$ cat src/core/gp5_cfg.svh
// Constants of the five-bit port: offsets, fields, reset values
`ifndef GP5_CFG_SVH
`define GP5_CFG_SVH

// ---------------------------------------------------------------
// Register offsets, bank select bit as address bit 7
// ---------------------------------------------------------------
`define GP5_ADDR_PIN_DATA 8'h05
`define GP5_ADDR_DIRECTION 8'h85
`define GP5_ADDR_CMP_CTRL 8'h1f
`define GP5_ADDR_VREF_CTRL 8'h9f

// ---------------------------------------------------------------
// Field positions
// ---------------------------------------------------------------
`define GP5_CMP_MODE_LSB 0
`define GP5_CMP_MODE_MSB 2
`define GP5_VREF_EN_BIT 7
`define GP5_VREF_PIN_BIT 6

// ---------------------------------------------------------------
// Comparator mode encodings
// ---------------------------------------------------------------
`define GP5_MODE_RESET 3'h0
`define GP5_MODE_PIN_OUT 3'h6
`define GP5_MODE_OFF 3'h7

// ---------------------------------------------------------------
// Analogue input masks on pins a3..a0
// ---------------------------------------------------------------
`define GP5_AMASK_ALL 5'h0f
`define GP5_AMASK_PIN_OUT 5'h07
`define GP5_AMASK_NONE 5'h00

// ---------------------------------------------------------------
// Reset values
// ---------------------------------------------------------------
`define GP5_RST_DIRECTION 5'h1f
`define GP5_RST_LATCH 5'h00
`define GP5_RST_CMP_CTRL 8'h00
`define GP5_RST_VREF_CTRL 8'h00

`endif

$ cat src/core/gp5_pkg.sv
// Types shared by the five-bit port
package gp5_pkg;

   typedef logic [4:0] gp5_pins_t;

   typedef enum logic [2:0] {
      GP5_SEL_NONE = 3'b000,
      GP5_SEL_DATA = 3'b001,
      GP5_SEL_DIR = 3'b010,
      GP5_SEL_CMC = 3'b011,
      GP5_SEL_VRC = 3'b100
   } gp5_sel_t;

endpackage : gp5_pkg

$ cat src/core/gp5_port.sv
// Five-bit general purpose port with direction register
//
// Overview of operation
// Five-bit output latch, one bit per pin
// Pin a4 output is open drain only
// Pin a4 level feeds timer external clock
// Other pins drive high and low
// Direction bit one: driver high impedance
// Direction bit zero: pin drives latch value
// Data read returns pins; write sets latch
// Writes store whole latch, read-modify-write
// Analogue input pins read as zero
// Pin function set by comparator, vref controls
// Reset: inputs, digital paths off, grounded
// Direction still steers drivers in analogue use
// Pin a2 carries vref; keep it input
// Comparator output mode drives a3, a4
// Enabled peripheral takes pin from port use
// Direction reached only in upper bank
// Bits 7 to 5 read zero, ignore writes
// Pin inputs synchronised before being read
`timescale 1ns/1ps
`include "gp5_cfg.svh"

module gp5_port #(
   parameter int WIDTH = 5
) (
   input wire logic clk,
   input wire logic nrst,
   input wire logic [6:0] addr,
   input wire logic bank_select_bit,
   input wire logic [7:0] wdata,
   input wire logic wr,
   input wire logic rd,
   output logic [7:0] rdata,
   input wire logic [WIDTH-1:0] pin_in,
   output logic [WIDTH-1:0] pin_out,
   output logic [WIDTH-1:0] pin_oe,
   input wire logic cmp1_result,
   input wire logic cmp2_result,
   output logic [2:0] cmp_mode,
   output logic cmp_inputs_grounded,
   output logic vref_enable,
   output logic vref_on_pin_a2,
   output logic timer_external_clock_in
);

   // ------------------------------------------------------------
   // Helper functions
   // ------------------------------------------------------------
   function automatic gp5_pkg::gp5_sel_t decode(input logic bank,
                                                input logic [6:0] a);
      logic [7:0] full;
      full = {bank, a};
      case (full)
         `GP5_ADDR_PIN_DATA: decode = gp5_pkg::GP5_SEL_DATA;
         `GP5_ADDR_DIRECTION: decode = gp5_pkg::GP5_SEL_DIR;
         `GP5_ADDR_CMP_CTRL: decode = gp5_pkg::GP5_SEL_CMC;
         `GP5_ADDR_VREF_CTRL: decode = gp5_pkg::GP5_SEL_VRC;
         default: decode = gp5_pkg::GP5_SEL_NONE;
      endcase
   endfunction : decode

   // Pins that currently act as analogue comparator inputs
   function automatic logic [4:0] analogue_mask(input logic [2:0] m);
      case (m)
         `GP5_MODE_OFF: analogue_mask = `GP5_AMASK_NONE;
         `GP5_MODE_PIN_OUT: analogue_mask = `GP5_AMASK_PIN_OUT;
         default: analogue_mask = `GP5_AMASK_ALL;
      endcase
   endfunction : analogue_mask

   // ------------------------------------------------------------
   // State
   // ------------------------------------------------------------
   logic [WIDTH-1:0] sync1;
   logic [WIDTH-1:0] sync2;
   logic [WIDTH-1:0] latch;
   logic [WIDTH-1:0] dir;
   logic [7:0] cmc;
   logic [7:0] vrc;
   logic [WIDTH-1:0] next_sync1;
   logic [WIDTH-1:0] next_sync2;
   logic [WIDTH-1:0] next_latch;
   logic [WIDTH-1:0] next_dir;
   logic [7:0] next_cmc;
   logic [7:0] next_vrc;
   logic [7:0] next_rdata;
   logic [WIDTH-1:0] next_pin_out;
   logic [WIDTH-1:0] next_pin_oe;
   logic next_tclk;
   logic next_grounded;
   logic next_vref_en;
   logic next_vref_a2;
   gp5_pkg::gp5_sel_t sel;
   logic [2:0] mode;
   logic [4:0] amask;

   assign sel = decode(bank_select_bit, addr);
   assign mode = cmc[`GP5_CMP_MODE_MSB:`GP5_CMP_MODE_LSB];
   assign amask = analogue_mask(mode);

   // ------------------------------------------------------------
   // Pin input synchroniser
   // ------------------------------------------------------------
   always_comb begin
      next_sync1 = pin_in;
      next_sync2 = sync1;
   end

   always_ff @(posedge clk or negedge nrst) begin
      if (!nrst) begin
         sync1 <= '0;
         sync2 <= '0;
      end else begin
         sync1 <= next_sync1;
         sync2 <= next_sync2;
      end
   end

   // ------------------------------------------------------------
   // Register file
   // ------------------------------------------------------------
   always_comb begin
      next_latch = latch;
      next_dir = dir;
      next_cmc = cmc;
      next_vrc = vrc;
      next_rdata = 8'h00;
      if (wr) begin
         case (sel)
            // Whole latch stored, upper bits dropped
            gp5_pkg::GP5_SEL_DATA: next_latch = wdata[WIDTH-1:0];
            gp5_pkg::GP5_SEL_DIR: next_dir = wdata[WIDTH-1:0];
            gp5_pkg::GP5_SEL_CMC: next_cmc = wdata;
            gp5_pkg::GP5_SEL_VRC: next_vrc = wdata;
            default: begin
            end
         endcase
      end
      if (rd) begin
         case (sel)
            gp5_pkg::GP5_SEL_DATA:
               next_rdata = {3'h0, sync2 & ~amask};
            gp5_pkg::GP5_SEL_DIR: next_rdata = {3'h0, dir};
            gp5_pkg::GP5_SEL_CMC: next_rdata = cmc;
            gp5_pkg::GP5_SEL_VRC: next_rdata = vrc;
            default: next_rdata = 8'h00;
         endcase
      end
   end

   always_ff @(posedge clk or negedge nrst) begin
      if (!nrst) begin
         latch <= `GP5_RST_LATCH;
         dir <= `GP5_RST_DIRECTION;
         cmc <= `GP5_RST_CMP_CTRL;
         vrc <= `GP5_RST_VREF_CTRL;
         rdata <= 8'h00;
      end else begin
         latch <= next_latch;
         dir <= next_dir;
         cmc <= next_cmc;
         vrc <= next_vrc;
         rdata <= next_rdata;
      end
   end

   // ------------------------------------------------------------
   // Pin drivers and peripheral routing
   // ------------------------------------------------------------
   always_comb begin
      next_pin_out = latch;
      next_pin_oe = ~dir;
      if (mode == `GP5_MODE_PIN_OUT) begin
         // Comparator results replace the latch on a3 and a4
         next_pin_out[3] = cmp1_result;
         next_pin_out[4] = cmp2_result;
      end
      // Pin a4 only ever pulls low
      next_pin_oe[4] = ~dir[4] & ~next_pin_out[4];
      next_pin_out[4] = 1'b0;
      next_tclk = sync2[4];
      next_grounded = (mode == `GP5_MODE_RESET);
      next_vref_en = vrc[`GP5_VREF_EN_BIT];
      next_vref_a2 = vrc[`GP5_VREF_EN_BIT]
                     & vrc[`GP5_VREF_PIN_BIT];
   end

   always_ff @(posedge clk or negedge nrst) begin
      if (!nrst) begin
         pin_out <= '0;
         pin_oe <= '0;
         cmp_mode <= `GP5_MODE_RESET;
         cmp_inputs_grounded <= 1'b1;
         vref_enable <= 1'b0;
         vref_on_pin_a2 <= 1'b0;
         timer_external_clock_in <= 1'b0;
      end else begin
         pin_out <= next_pin_out;
         pin_oe <= next_pin_oe;
         cmp_mode <= mode;
         cmp_inputs_grounded <= next_grounded;
         vref_enable <= next_vref_en;
         vref_on_pin_a2 <= next_vref_a2;
         timer_external_clock_in <= next_tclk;
      end
   end

   // ------------------------------------------------------------
   // Assertions
   // ------------------------------------------------------------
   a_a4_never_high: assert property (
      @(posedge clk) disable iff (!nrst)
      !pin_out[4] && !(pin_oe[4] && $past(dir[4])))
      else $error("pin a4 drives high or drives while input");

   a_dir_hiz: assert property (
      @(posedge clk) disable iff (!nrst)
      $past(nrst) |-> (pin_oe[3:0] == ~$past(dir[3:0])))
      else $error("output enable does not follow direction");

   a_drive_latch: assert property (
      @(posedge clk) disable iff (!nrst)
      ($past(nrst) && !$past(dir[0]) && !$past(dir[2]))
      |-> (pin_out[0] == $past(latch[0]))
          && (pin_out[2] == $past(latch[2])))
      else $error("driven pin differs from latch");

   a_write_latch: assert property (
      @(posedge clk) disable iff (!nrst)
      (wr && sel == gp5_pkg::GP5_SEL_DATA)
      |=> (latch == $past(wdata[WIDTH-1:0]))
          ##1 (pin_out[2] == $past(latch[2])))
      else $error("port write not stored in latch");

   a_read_pins: assert property (
      @(posedge clk) disable iff (!nrst)
      (rd && sel == gp5_pkg::GP5_SEL_DATA && mode == `GP5_MODE_OFF)
      |=> (rdata == {3'h0, $past(sync2)}))
      else $error("port read not equal to pin levels");

   a_analog_zero: assert property (
      @(posedge clk) disable iff (!nrst)
      (rd && sel == gp5_pkg::GP5_SEL_DATA && mode != `GP5_MODE_OFF)
      |=> (rdata[2:0] == 3'h0))
      else $error("analogue input pin reads non zero");

   a_upper_zero: assert property (
      @(posedge clk) disable iff (!nrst)
      (rd && (sel == gp5_pkg::GP5_SEL_DATA || sel == gp5_pkg::GP5_SEL_DIR))
      |=> (rdata[7:5] == 3'h0))
      else $error("upper bits of port register not zero");

   a_bank_gate: assert property (
      @(posedge clk) disable iff (!nrst)
      (wr && !bank_select_bit)
      |=> $stable(dir))
      else $error("direction written from lower bank");

   a_tclk_follow: assert property (
      @(posedge clk) disable iff (!nrst)
      $past(nrst, 3) |-> (timer_external_clock_in == $past(pin_in[4], 3)))
      else $error("timer clock does not follow pin a4");

   a_cmp_out: assert property (
      @(posedge clk) disable iff (!nrst)
      (mode == `GP5_MODE_PIN_OUT && !dir[3])
      |=> (pin_out[3] == $past(cmp1_result)) && pin_oe[3])
      else $error("comparator output missing on pin a3");

   a_reset_state: assert property (
      @(posedge clk)
      $rose(nrst) |-> (dir == `GP5_RST_DIRECTION) && cmp_inputs_grounded
                      && (pin_oe == '0))
      else $error("reset state not all inputs and grounded");

   a_vref_pin: assert property (
      @(posedge clk) disable iff (!nrst)
      (vrc[`GP5_VREF_EN_BIT] && vrc[`GP5_VREF_PIN_BIT]) |=> vref_on_pin_a2)
      else $error("voltage reference not routed to pin a2");

   a_vref_off: assert property (
      @(posedge clk) disable iff (!nrst)
      !vrc[`GP5_VREF_EN_BIT] |=> !vref_enable && !vref_on_pin_a2)
      else $error("voltage reference flagged while disabled");

   a_latch_hold: assert property (
      @(posedge clk) disable iff (!nrst)
      !(wr && sel == gp5_pkg::GP5_SEL_DATA) |=> $stable(latch))
      else $error("output latch changed without a port write");

   a_dir_hold: assert property (
      @(posedge clk) disable iff (!nrst)
      !(wr && sel == gp5_pkg::GP5_SEL_DIR) |=> $stable(dir))
      else $error("direction changed without a direction write");

   a_dir_write: assert property (
      @(posedge clk) disable iff (!nrst)
      (wr && sel == gp5_pkg::GP5_SEL_DIR)
      |=> (dir == $past(wdata[WIDTH-1:0])))
      else $error("direction write not stored");

   a_dir_read: assert property (
      @(posedge clk) disable iff (!nrst)
      (rd && sel == gp5_pkg::GP5_SEL_DIR) |=> (rdata == {3'h0, $past(dir)}))
      else $error("direction read differs from register");

   a_read_idle: assert property (
      @(posedge clk) disable iff (!nrst)
      !rd |=> (rdata == 8'h00))
      else $error("read data present without a read");

   a_unmapped_zero: assert property (
      @(posedge clk) disable iff (!nrst)
      (rd && sel == gp5_pkg::GP5_SEL_NONE) |=> (rdata == 8'h00))
      else $error("unmapped address reads non zero");

   a_grounded_mode: assert property (
      @(posedge clk) disable iff (!nrst)
      $past(nrst)
      |-> (cmp_inputs_grounded == ($past(mode) == `GP5_MODE_RESET)))
      else $error("grounding flag does not follow reset mode");

   a_mode_copy: assert property (
      @(posedge clk) disable iff (!nrst)
      $past(nrst) |-> (cmp_mode == $past(mode)))
      else $error("comparator mode output lags its register");

   a_sync_delay: assert property (
      @(posedge clk) disable iff (!nrst)
      ($past(nrst) && $past(nrst, 2)) |-> (sync2 == $past(pin_in, 2)))
      else $error("pin sample not two clocks behind pin");

   a_a4_pull: assert property (
      @(posedge clk) disable iff (!nrst)
      (!dir[4] && !latch[4] && mode != `GP5_MODE_PIN_OUT) |=> pin_oe[4])
      else $error("pin a4 not pulled low for a low latch");

   a_a4_release: assert property (
      @(posedge clk) disable iff (!nrst)
      (latch[4] && mode != `GP5_MODE_PIN_OUT) |=> !pin_oe[4])
      else $error("pin a4 driven for a high latch");

   a_cmp_a4: assert property (
      @(posedge clk) disable iff (!nrst)
      (mode == `GP5_MODE_PIN_OUT && !dir[4])
      |=> (pin_oe[4] == !$past(cmp2_result)))
      else $error("comparator output missing on pin a4");

   a_drive_high: assert property (
      @(posedge clk) disable iff (!nrst)
      (!dir[0] && latch[0]) |=> (pin_oe[0] && pin_out[0]))
      else $error("pin a0 does not drive a high level");

endmodule : gp5_port

$ cat config.mk
export PLATFORM = sky130hd
export DESIGN_NAME = gp5_port
export DESIGN_NICKNAME = d
export VERILOG_FILES = /design/src/core/gp5_pkg.sv /design/src/core/gp5_port.sv
export VERILOG_INCLUDE_DIRS = /design/src /design/src/core
export SDC_FILE = /design/constraint.sdc
export NUM_CORES = 1
export LEC_CHECK = 0
export ABC_CLOCK_PERIOD_IN_PS = 1850
export BUFFER_PORTS_ARGS = -buffer_cell sky130_fd_sc_hd__buf_2
export CAP_MARGIN = 20
export CORE_MARGIN = 1
export CORE_UTILIZATION = 30
export CTS_BUF_LIST = sky130_fd_sc_hd__clkbuf_2 sky130_fd_sc_hd__clkbuf_4 sky130_fd_sc_hd__clkbuf_8
export DETAILED_ROUTE_END_ITERATION = 6
export PLACE_DENSITY = 0.58
export SETUP_SLACK_MARGIN = 0.1
export SYNTH_ARGS = -nofsm -noshare
export SYNTH_HDL_FRONTEND = slang
export SYNTH_SLANG_ARGS = --single-unit
$ cat constraint.sdc
create_clock -name clk -period 1.85 [get_ports clk]
set_clock_uncertainty 0.1 [all_clocks]
set_input_delay 0.0925 -clock clk [delete_from_list [all_inputs] [get_ports clk]]
set_output_delay 0.0925 -clock clk [all_outputs]
set_load 0.1 [all_outputs]
# [After elaboration in Yosys (flattened, before gate mapping)]
# Index checks and enable logic that the tools add are counted.
[word_totals] ff_bits=60 in_bits=27 output_inout_bits=25 wordCells=41
[classes] eq_ne=10 mux=5 n_bitwise=7 reduce_logical=5
[op_table] cell="case mux 8 bit (4 select lines)" count=1
[op_table] cell="== test 8 bit, second input constant" count=2
[op_table] cell="case mux 3 bit (4 select lines)" count=1
[op_table] cell="== test 3 bit, second input constant" count=3
[op_table] cell="== test 8 x 3 -> 1 bit, second input constant" count=1
[op_table] cell="== test 8 x 5 -> 1 bit, second input constant" count=1
[op_table] cell="2-to-1 mux 8 bit" count=1
[op_table] cell="case mux 4 bit (2 select lines)" count=1
[op_table] cell="AND reduction 2 bit" count=4
[op_table] cell="== test 3 x 2 -> 1 bit, second input constant" count=2
[op_table] cell="bitwise AND 5 bit" count=1
[op_table] cell="inverter 5 bit" count=1
[op_table] cell="inverter 4 bit" count=1
[op_table] cell="== test 3 x 1 -> 1 bit, second input constant" count=1
[op_table] cell="logical NOT 3 bit" count=1
[op_table] cell="bitwise AND 1 bit" count=2
[op_table] cell="2-to-1 mux 2 bit" count=1
[op_table] cell="inverter 1 bit" count=2

# [Logic depth before layout (Yosys ltp)]
[depth] word_depth=6 depth_mapped=6 depth_no_buf=3

# [Least setup slack after synthesis]
# OpenSTA, ideal clock, no wires.
[synth_path] path_type="input to register" startpoint="in addr[6]" endpoint="reg vrc[0]" setup_ns=0.125 t_arrival_ns=1.173 t_required_ns=1.625 path_slack_ns=0.452 cell_stages=5 cell_sequence="and4bb_2 clkbuf_2 and4_4 buf_6 mux2_4"
[synth_via] elab_chain_cells=4 word_cells_on_any_way=7
[synth_rtl] element="from (decl)" line_no="gp5_port.sv:30" rtl="input wire logic [6:0] addr,"
[synth_rtl] element="== test 8 bit (tied with other cells)" line_no="gp5_port.sv:55" rtl="case (full)"
[synth_rtl] element="case mux 3 bit (4 select lines) (*)" line_no="gp5_port.sv:55"
[synth_rtl] element="== test 3 bit (*)" line_no="gp5_port.sv:131" rtl="case (sel)"
[synth_rtl] element="AND reduction 2 bit (no source line) (*)"
[synth_rtl] element="to (signal assigned)" line_no="gp5_port.sv:158" rtl="vrc <= `GP5_RST_VREF_CTRL;"
[synth_rtl] element="to (signal assigned)" line_no="gp5_port.sv:164" rtl="vrc <= next_vrc;"
[synth_rtl] element="to (decl)" line_no="gp5_port.sv:81" rtl="logic [7:0] vrc;"
# Mark *: on every way between the ends. The rest lies on a longest branch, timed or not.
# A chain may end at the register's enable or synchronous reset.

# [Final worst setup path]
[layout_path] startpoint="reg cmp_inputs_grounded" endpoint="out cmp_inputs_grounded"
[layout_rtl] element="from (decl)" line_no="gp5_port.sv:42" rtl="output logic cmp_inputs_grounded,"
[layout_rtl] element="from (signal assigned)" line_no="gp5_port.sv:203" rtl="cmp_inputs_grounded <= next_grounded;"
# No word-level cell between the ends.

==> metrics.csv <==
stage,metric,value,unit
route,DRC viols,0,
layout,P&R area growth vs syn,29.32,%
critical_path,CP Buf/Inv Count,1,
route,WL/cell,14.32,um
global_routing,total gr overflow,0,
route,DRT met1 WL,2138,um
global_routing,number of global-route vias before repair,1468,
route,met3 WL,235,um
hold_path,Hold WC Path Type,input pin to flop,
sta,hold_ws,0.06025,ns
pwr,Power Density,945.4,nW/um2
sta,# setup viols final,0,
layout,share of layout cells above drive strength 1,47.79,%
clock_tree,largest buffer count on any clock path,2,
route,vias after detailed routing,1461,
route,Routed WL,4655,um
critical_path,worst endpoint required time,1.66,ns
critical_path,CP Cell Sequence,buf_2,
sta,setup TNS,0,ns
global_routing,first-pass GRT wire length,7521,um
hold_path,critical hold path startpoint,bank_select_bit,
clock_tree,CTS tree,done,
route,DR vias/cell,4.495,
global_routing,gr usage total,12.63,%
critical_path,worst stage delay on the critical path,0.51,ns
logic_synthesis,synthesized instance count,151,
logic_synthesis,top post-synthesis cells by area,"dfrtp_1 (58%), mux2_4 (8.3%), mux2_2 (7.2%), dfstp_2 (6.7%), buf_6 (2.4%)",
sta,fmax,689.8,MHz
layout,antenna diode count,0,
logic_synthesis,Synth top cells by count,"dfrtp_1 (54), mux2_2 (15), mux2_4 (13)",
hold_path,worst hold path stage count,3,
route,initial DRC count,56,
clock_tree,H-tree Lvls,3,
critical_path,r2r worst-path depth,3,
hold_path,hold endpoint,rdata[5]$_DFF_PN0_,
floorplan,row cnt,31,
sta,number of failing hold endpoints at the final stage,0,
logic_synthesis,Synth Cell Area,2338,um2
critical_path,R2R Path Start,cmc[2]$_DFFE_PN0P_,
clock_tree,clock latency on the worst-skew pair,0.33,ns
sta,fin crit period,1.450,ns
floorplan,die width,90.29,um
critical_path,R2R setup slack,0.53,ns
logic_synthesis,"Seq/Total Area, Yosys",64.53,%
route,post-route ant nets,0,
critical_path,Crit. End Element,output port,
logic_synthesis,#FFs+latches synth,60,
layout,# nets final,249,
floorplan,Die Area,8152,um2
critical_path,WP data arrival,1.26,ns
floorplan,Initial Util,31.57,%
logic_synthesis,synth unique cells,38,
logic_synthesis,Post-synth EDFFs,0,
floorplan,Core ar.,7408,um2
pwr,P_leak,1.445,nW
pwr,VDD IR max,0.0004340,V
logic_synthesis,top-count cell post-synth,dfrtp_1,
logic_synthesis,cell taking the most area after synthesis,dfrtp_1,
clock_tree,Root Driver,clkbuf_8,
critical_path,startpoint type of the worst setup path,flop,
global_routing,antenna violations before repair,0,
logic_synthesis,fraction of registers with async set/reset,100.0,%
critical_path,"delay-heaviest family, CP",flip-flops,
clock_tree,clk sinks,60,
clock_tree,post-CTS resize count,0,
floorplan,IO Pins,52,
floorplan,Die H,90.29,um
route,Top Metal Used,met4,
run,max_cap viols,0,
placed_design,input/output buffers,50,
critical_path,Critical Path Fanout Max,1,
global_routing,largest net degree at the start of global routing,61,
sta,fin crit share,78.36,%
route,DR pass1 iterations,4,
sta,RSZ-0062 raised after global routing,false,
clock_tree,total CTS buffers,9,
critical_path,reg2reg end,rdata[2]$_DFF_PN0_,
clock_tree,clock slew at reported path FFs,0.06,ns
logic_synthesis,Synth top area share,57.78,%
placed_design,HPWL after DPL,3214,um
critical_path,critical path's slowest cell,dfstp_2,
logic_synthesis,synth warn,0,
route,DR WL met2,2189,um
clock_tree,setup bufs post-CTS,0,
logic_synthesis,Synth Area per Inst,15.49,um2
critical_path,Setup Crit Path Kind,flop to output port,
logic_synthesis,Synth Flop Type,dfrtp_1,
outcome,outcome,finished clean,
placed_design,gpl congestion,0.7485,
logic_synthesis,Synth Net Count,178,
sta,Max Slew Vio Count,0,
## metal layers
layer | up-vias | global-route usage (%)
li1 | 689 | -
met1 | 719 | 15.68
met2 | 45 | 19.21
met3 | 8 | 3.956
met4 | 0 | 7.661
met5 | - | 0
## placed cells by master (no fill, tap or decap), types with 2 or more instances in the layout
| cell type | Yosys | routed |
|---|---|---|
| and4b_1 | 2 | 2 |
| mux2_4 | 13 | 13 |
| nor2_1 | 5 | 5 |
| inv_1 | 4 | 4 |
| dfstp_2 | 6 | 6 |
| buf_2 | 1 | 50 |
| a221oi_1 | 2 | 2 |
| a31oi_1 | 3 | 3 |
| a22oi_1 | 4 | 4 |
| dlygate4sd3_1 | 0 | 17 |
| clkbuf_8 | 0 | 13 |
| mux2_2 | 15 | 15 |
| nand3_1 | 7 | 7 |
| buf_4 | 2 | 2 |
| nor4b_1 | 3 | 3 |
| dfrtp_1 | 54 | 54 |
| mux2i_1 | 3 | 3 |
## area by class of cell
cell class	count	area (um2)
Fill cell	703	4384
Timing Repair Buffer	70	455.4
Clock inverter	1	5.005
Clock buffer	14	186.4
Multi-Input combinational cell	77	729.5
Sequential cell	60	1509
Inverter	4	15.01
Tap cell	99	123.9
## stage by stage
step	area (um2)	power, W	worst slack, ns	utilization, %	cells
after global routing	3024	0.002975	0.3716	40.82	325
after global placement	2663	0.001741	0.3622	35.94	293
after detailed placement	2663	0.001745	0.3203	35.94	293
after floorplan	2338	0.001645	0.4516	-	151
after CTS	3024	0.002898	0.3761	40.82	325
final	3024	0.002859	0.4003	40.82	325
## worst max path at each step
| stage | startpoint | end | slack (ns) | cells after the start |
|---|---|---|---|---|
| after floorplan | addr[6] | vrc[0]$_DFFE_PN0P_ | 0.45 | 5 |
| after global placement | addr[6] | dir[2]$_DFFE_PN1P_ | 0.36 | 4 |
| after detailed placement | addr[5] | dir[4]$_DFFE_PN1P_ | 0.32 | 4 |
| after CTS | cmp_inputs_grounded$_DFF_PN1_ | cmp_inputs_grounded | 0.38 | 1 |
| after global routing | cmp_inputs_grounded$_DFF_PN1_ | cmp_inputs_grounded | 0.37 | 1 |
| final | cmp_inputs_grounded$_DFF_PN1_ | cmp_inputs_grounded | 0.40 | 1 |
## state kept, by name, summed over array words and instances, names as in the netlist
| register | flops |
|---|---|
| rdata | 8 |
| timer_external_clock_in | 1 |
| latch | 5 |
| cmp_inputs_grounded | 1 |
| dir | 5 |
| next_sync2 | 5 |
| pin_oe | 5 |
| vrc | 8 |
| vref_on_pin_a2 | 1 |
| cmp_mode | 3 |
| vref_enable | 1 |
| cmc | 8 |
| sync2 | 5 |
| pin_out | 4 |
## what timing repair did
action	4_1_cts	5_1_grt
endpoints found under the setup margin	0	0
hold buffers	17	0
hold endpoints to repair	96	0
## cell families (layout without fill, tap and decap cells)
family          after synthesis  count (layout)  share of synthesized area [%]
compound gates               14              14                          4.495
flops                        60              60                          64.53
mux                          31              31                          16.85
simple gates                 31              31                          9.685
other cells                   1               1                         0.1604
buf+inv                      14              89                          4.279
## where the power goes
part	internal [W]	total, W	leakage (nW)	switching [W]
sequential	0.00138	0.00140	0.762	0.0000287
clock	0.000638	0.00111	0.102	0.000476
combinational	0.000106	0.000341	0.581	0.000235
No activity file was read; power rests on OpenSTA's default activity.
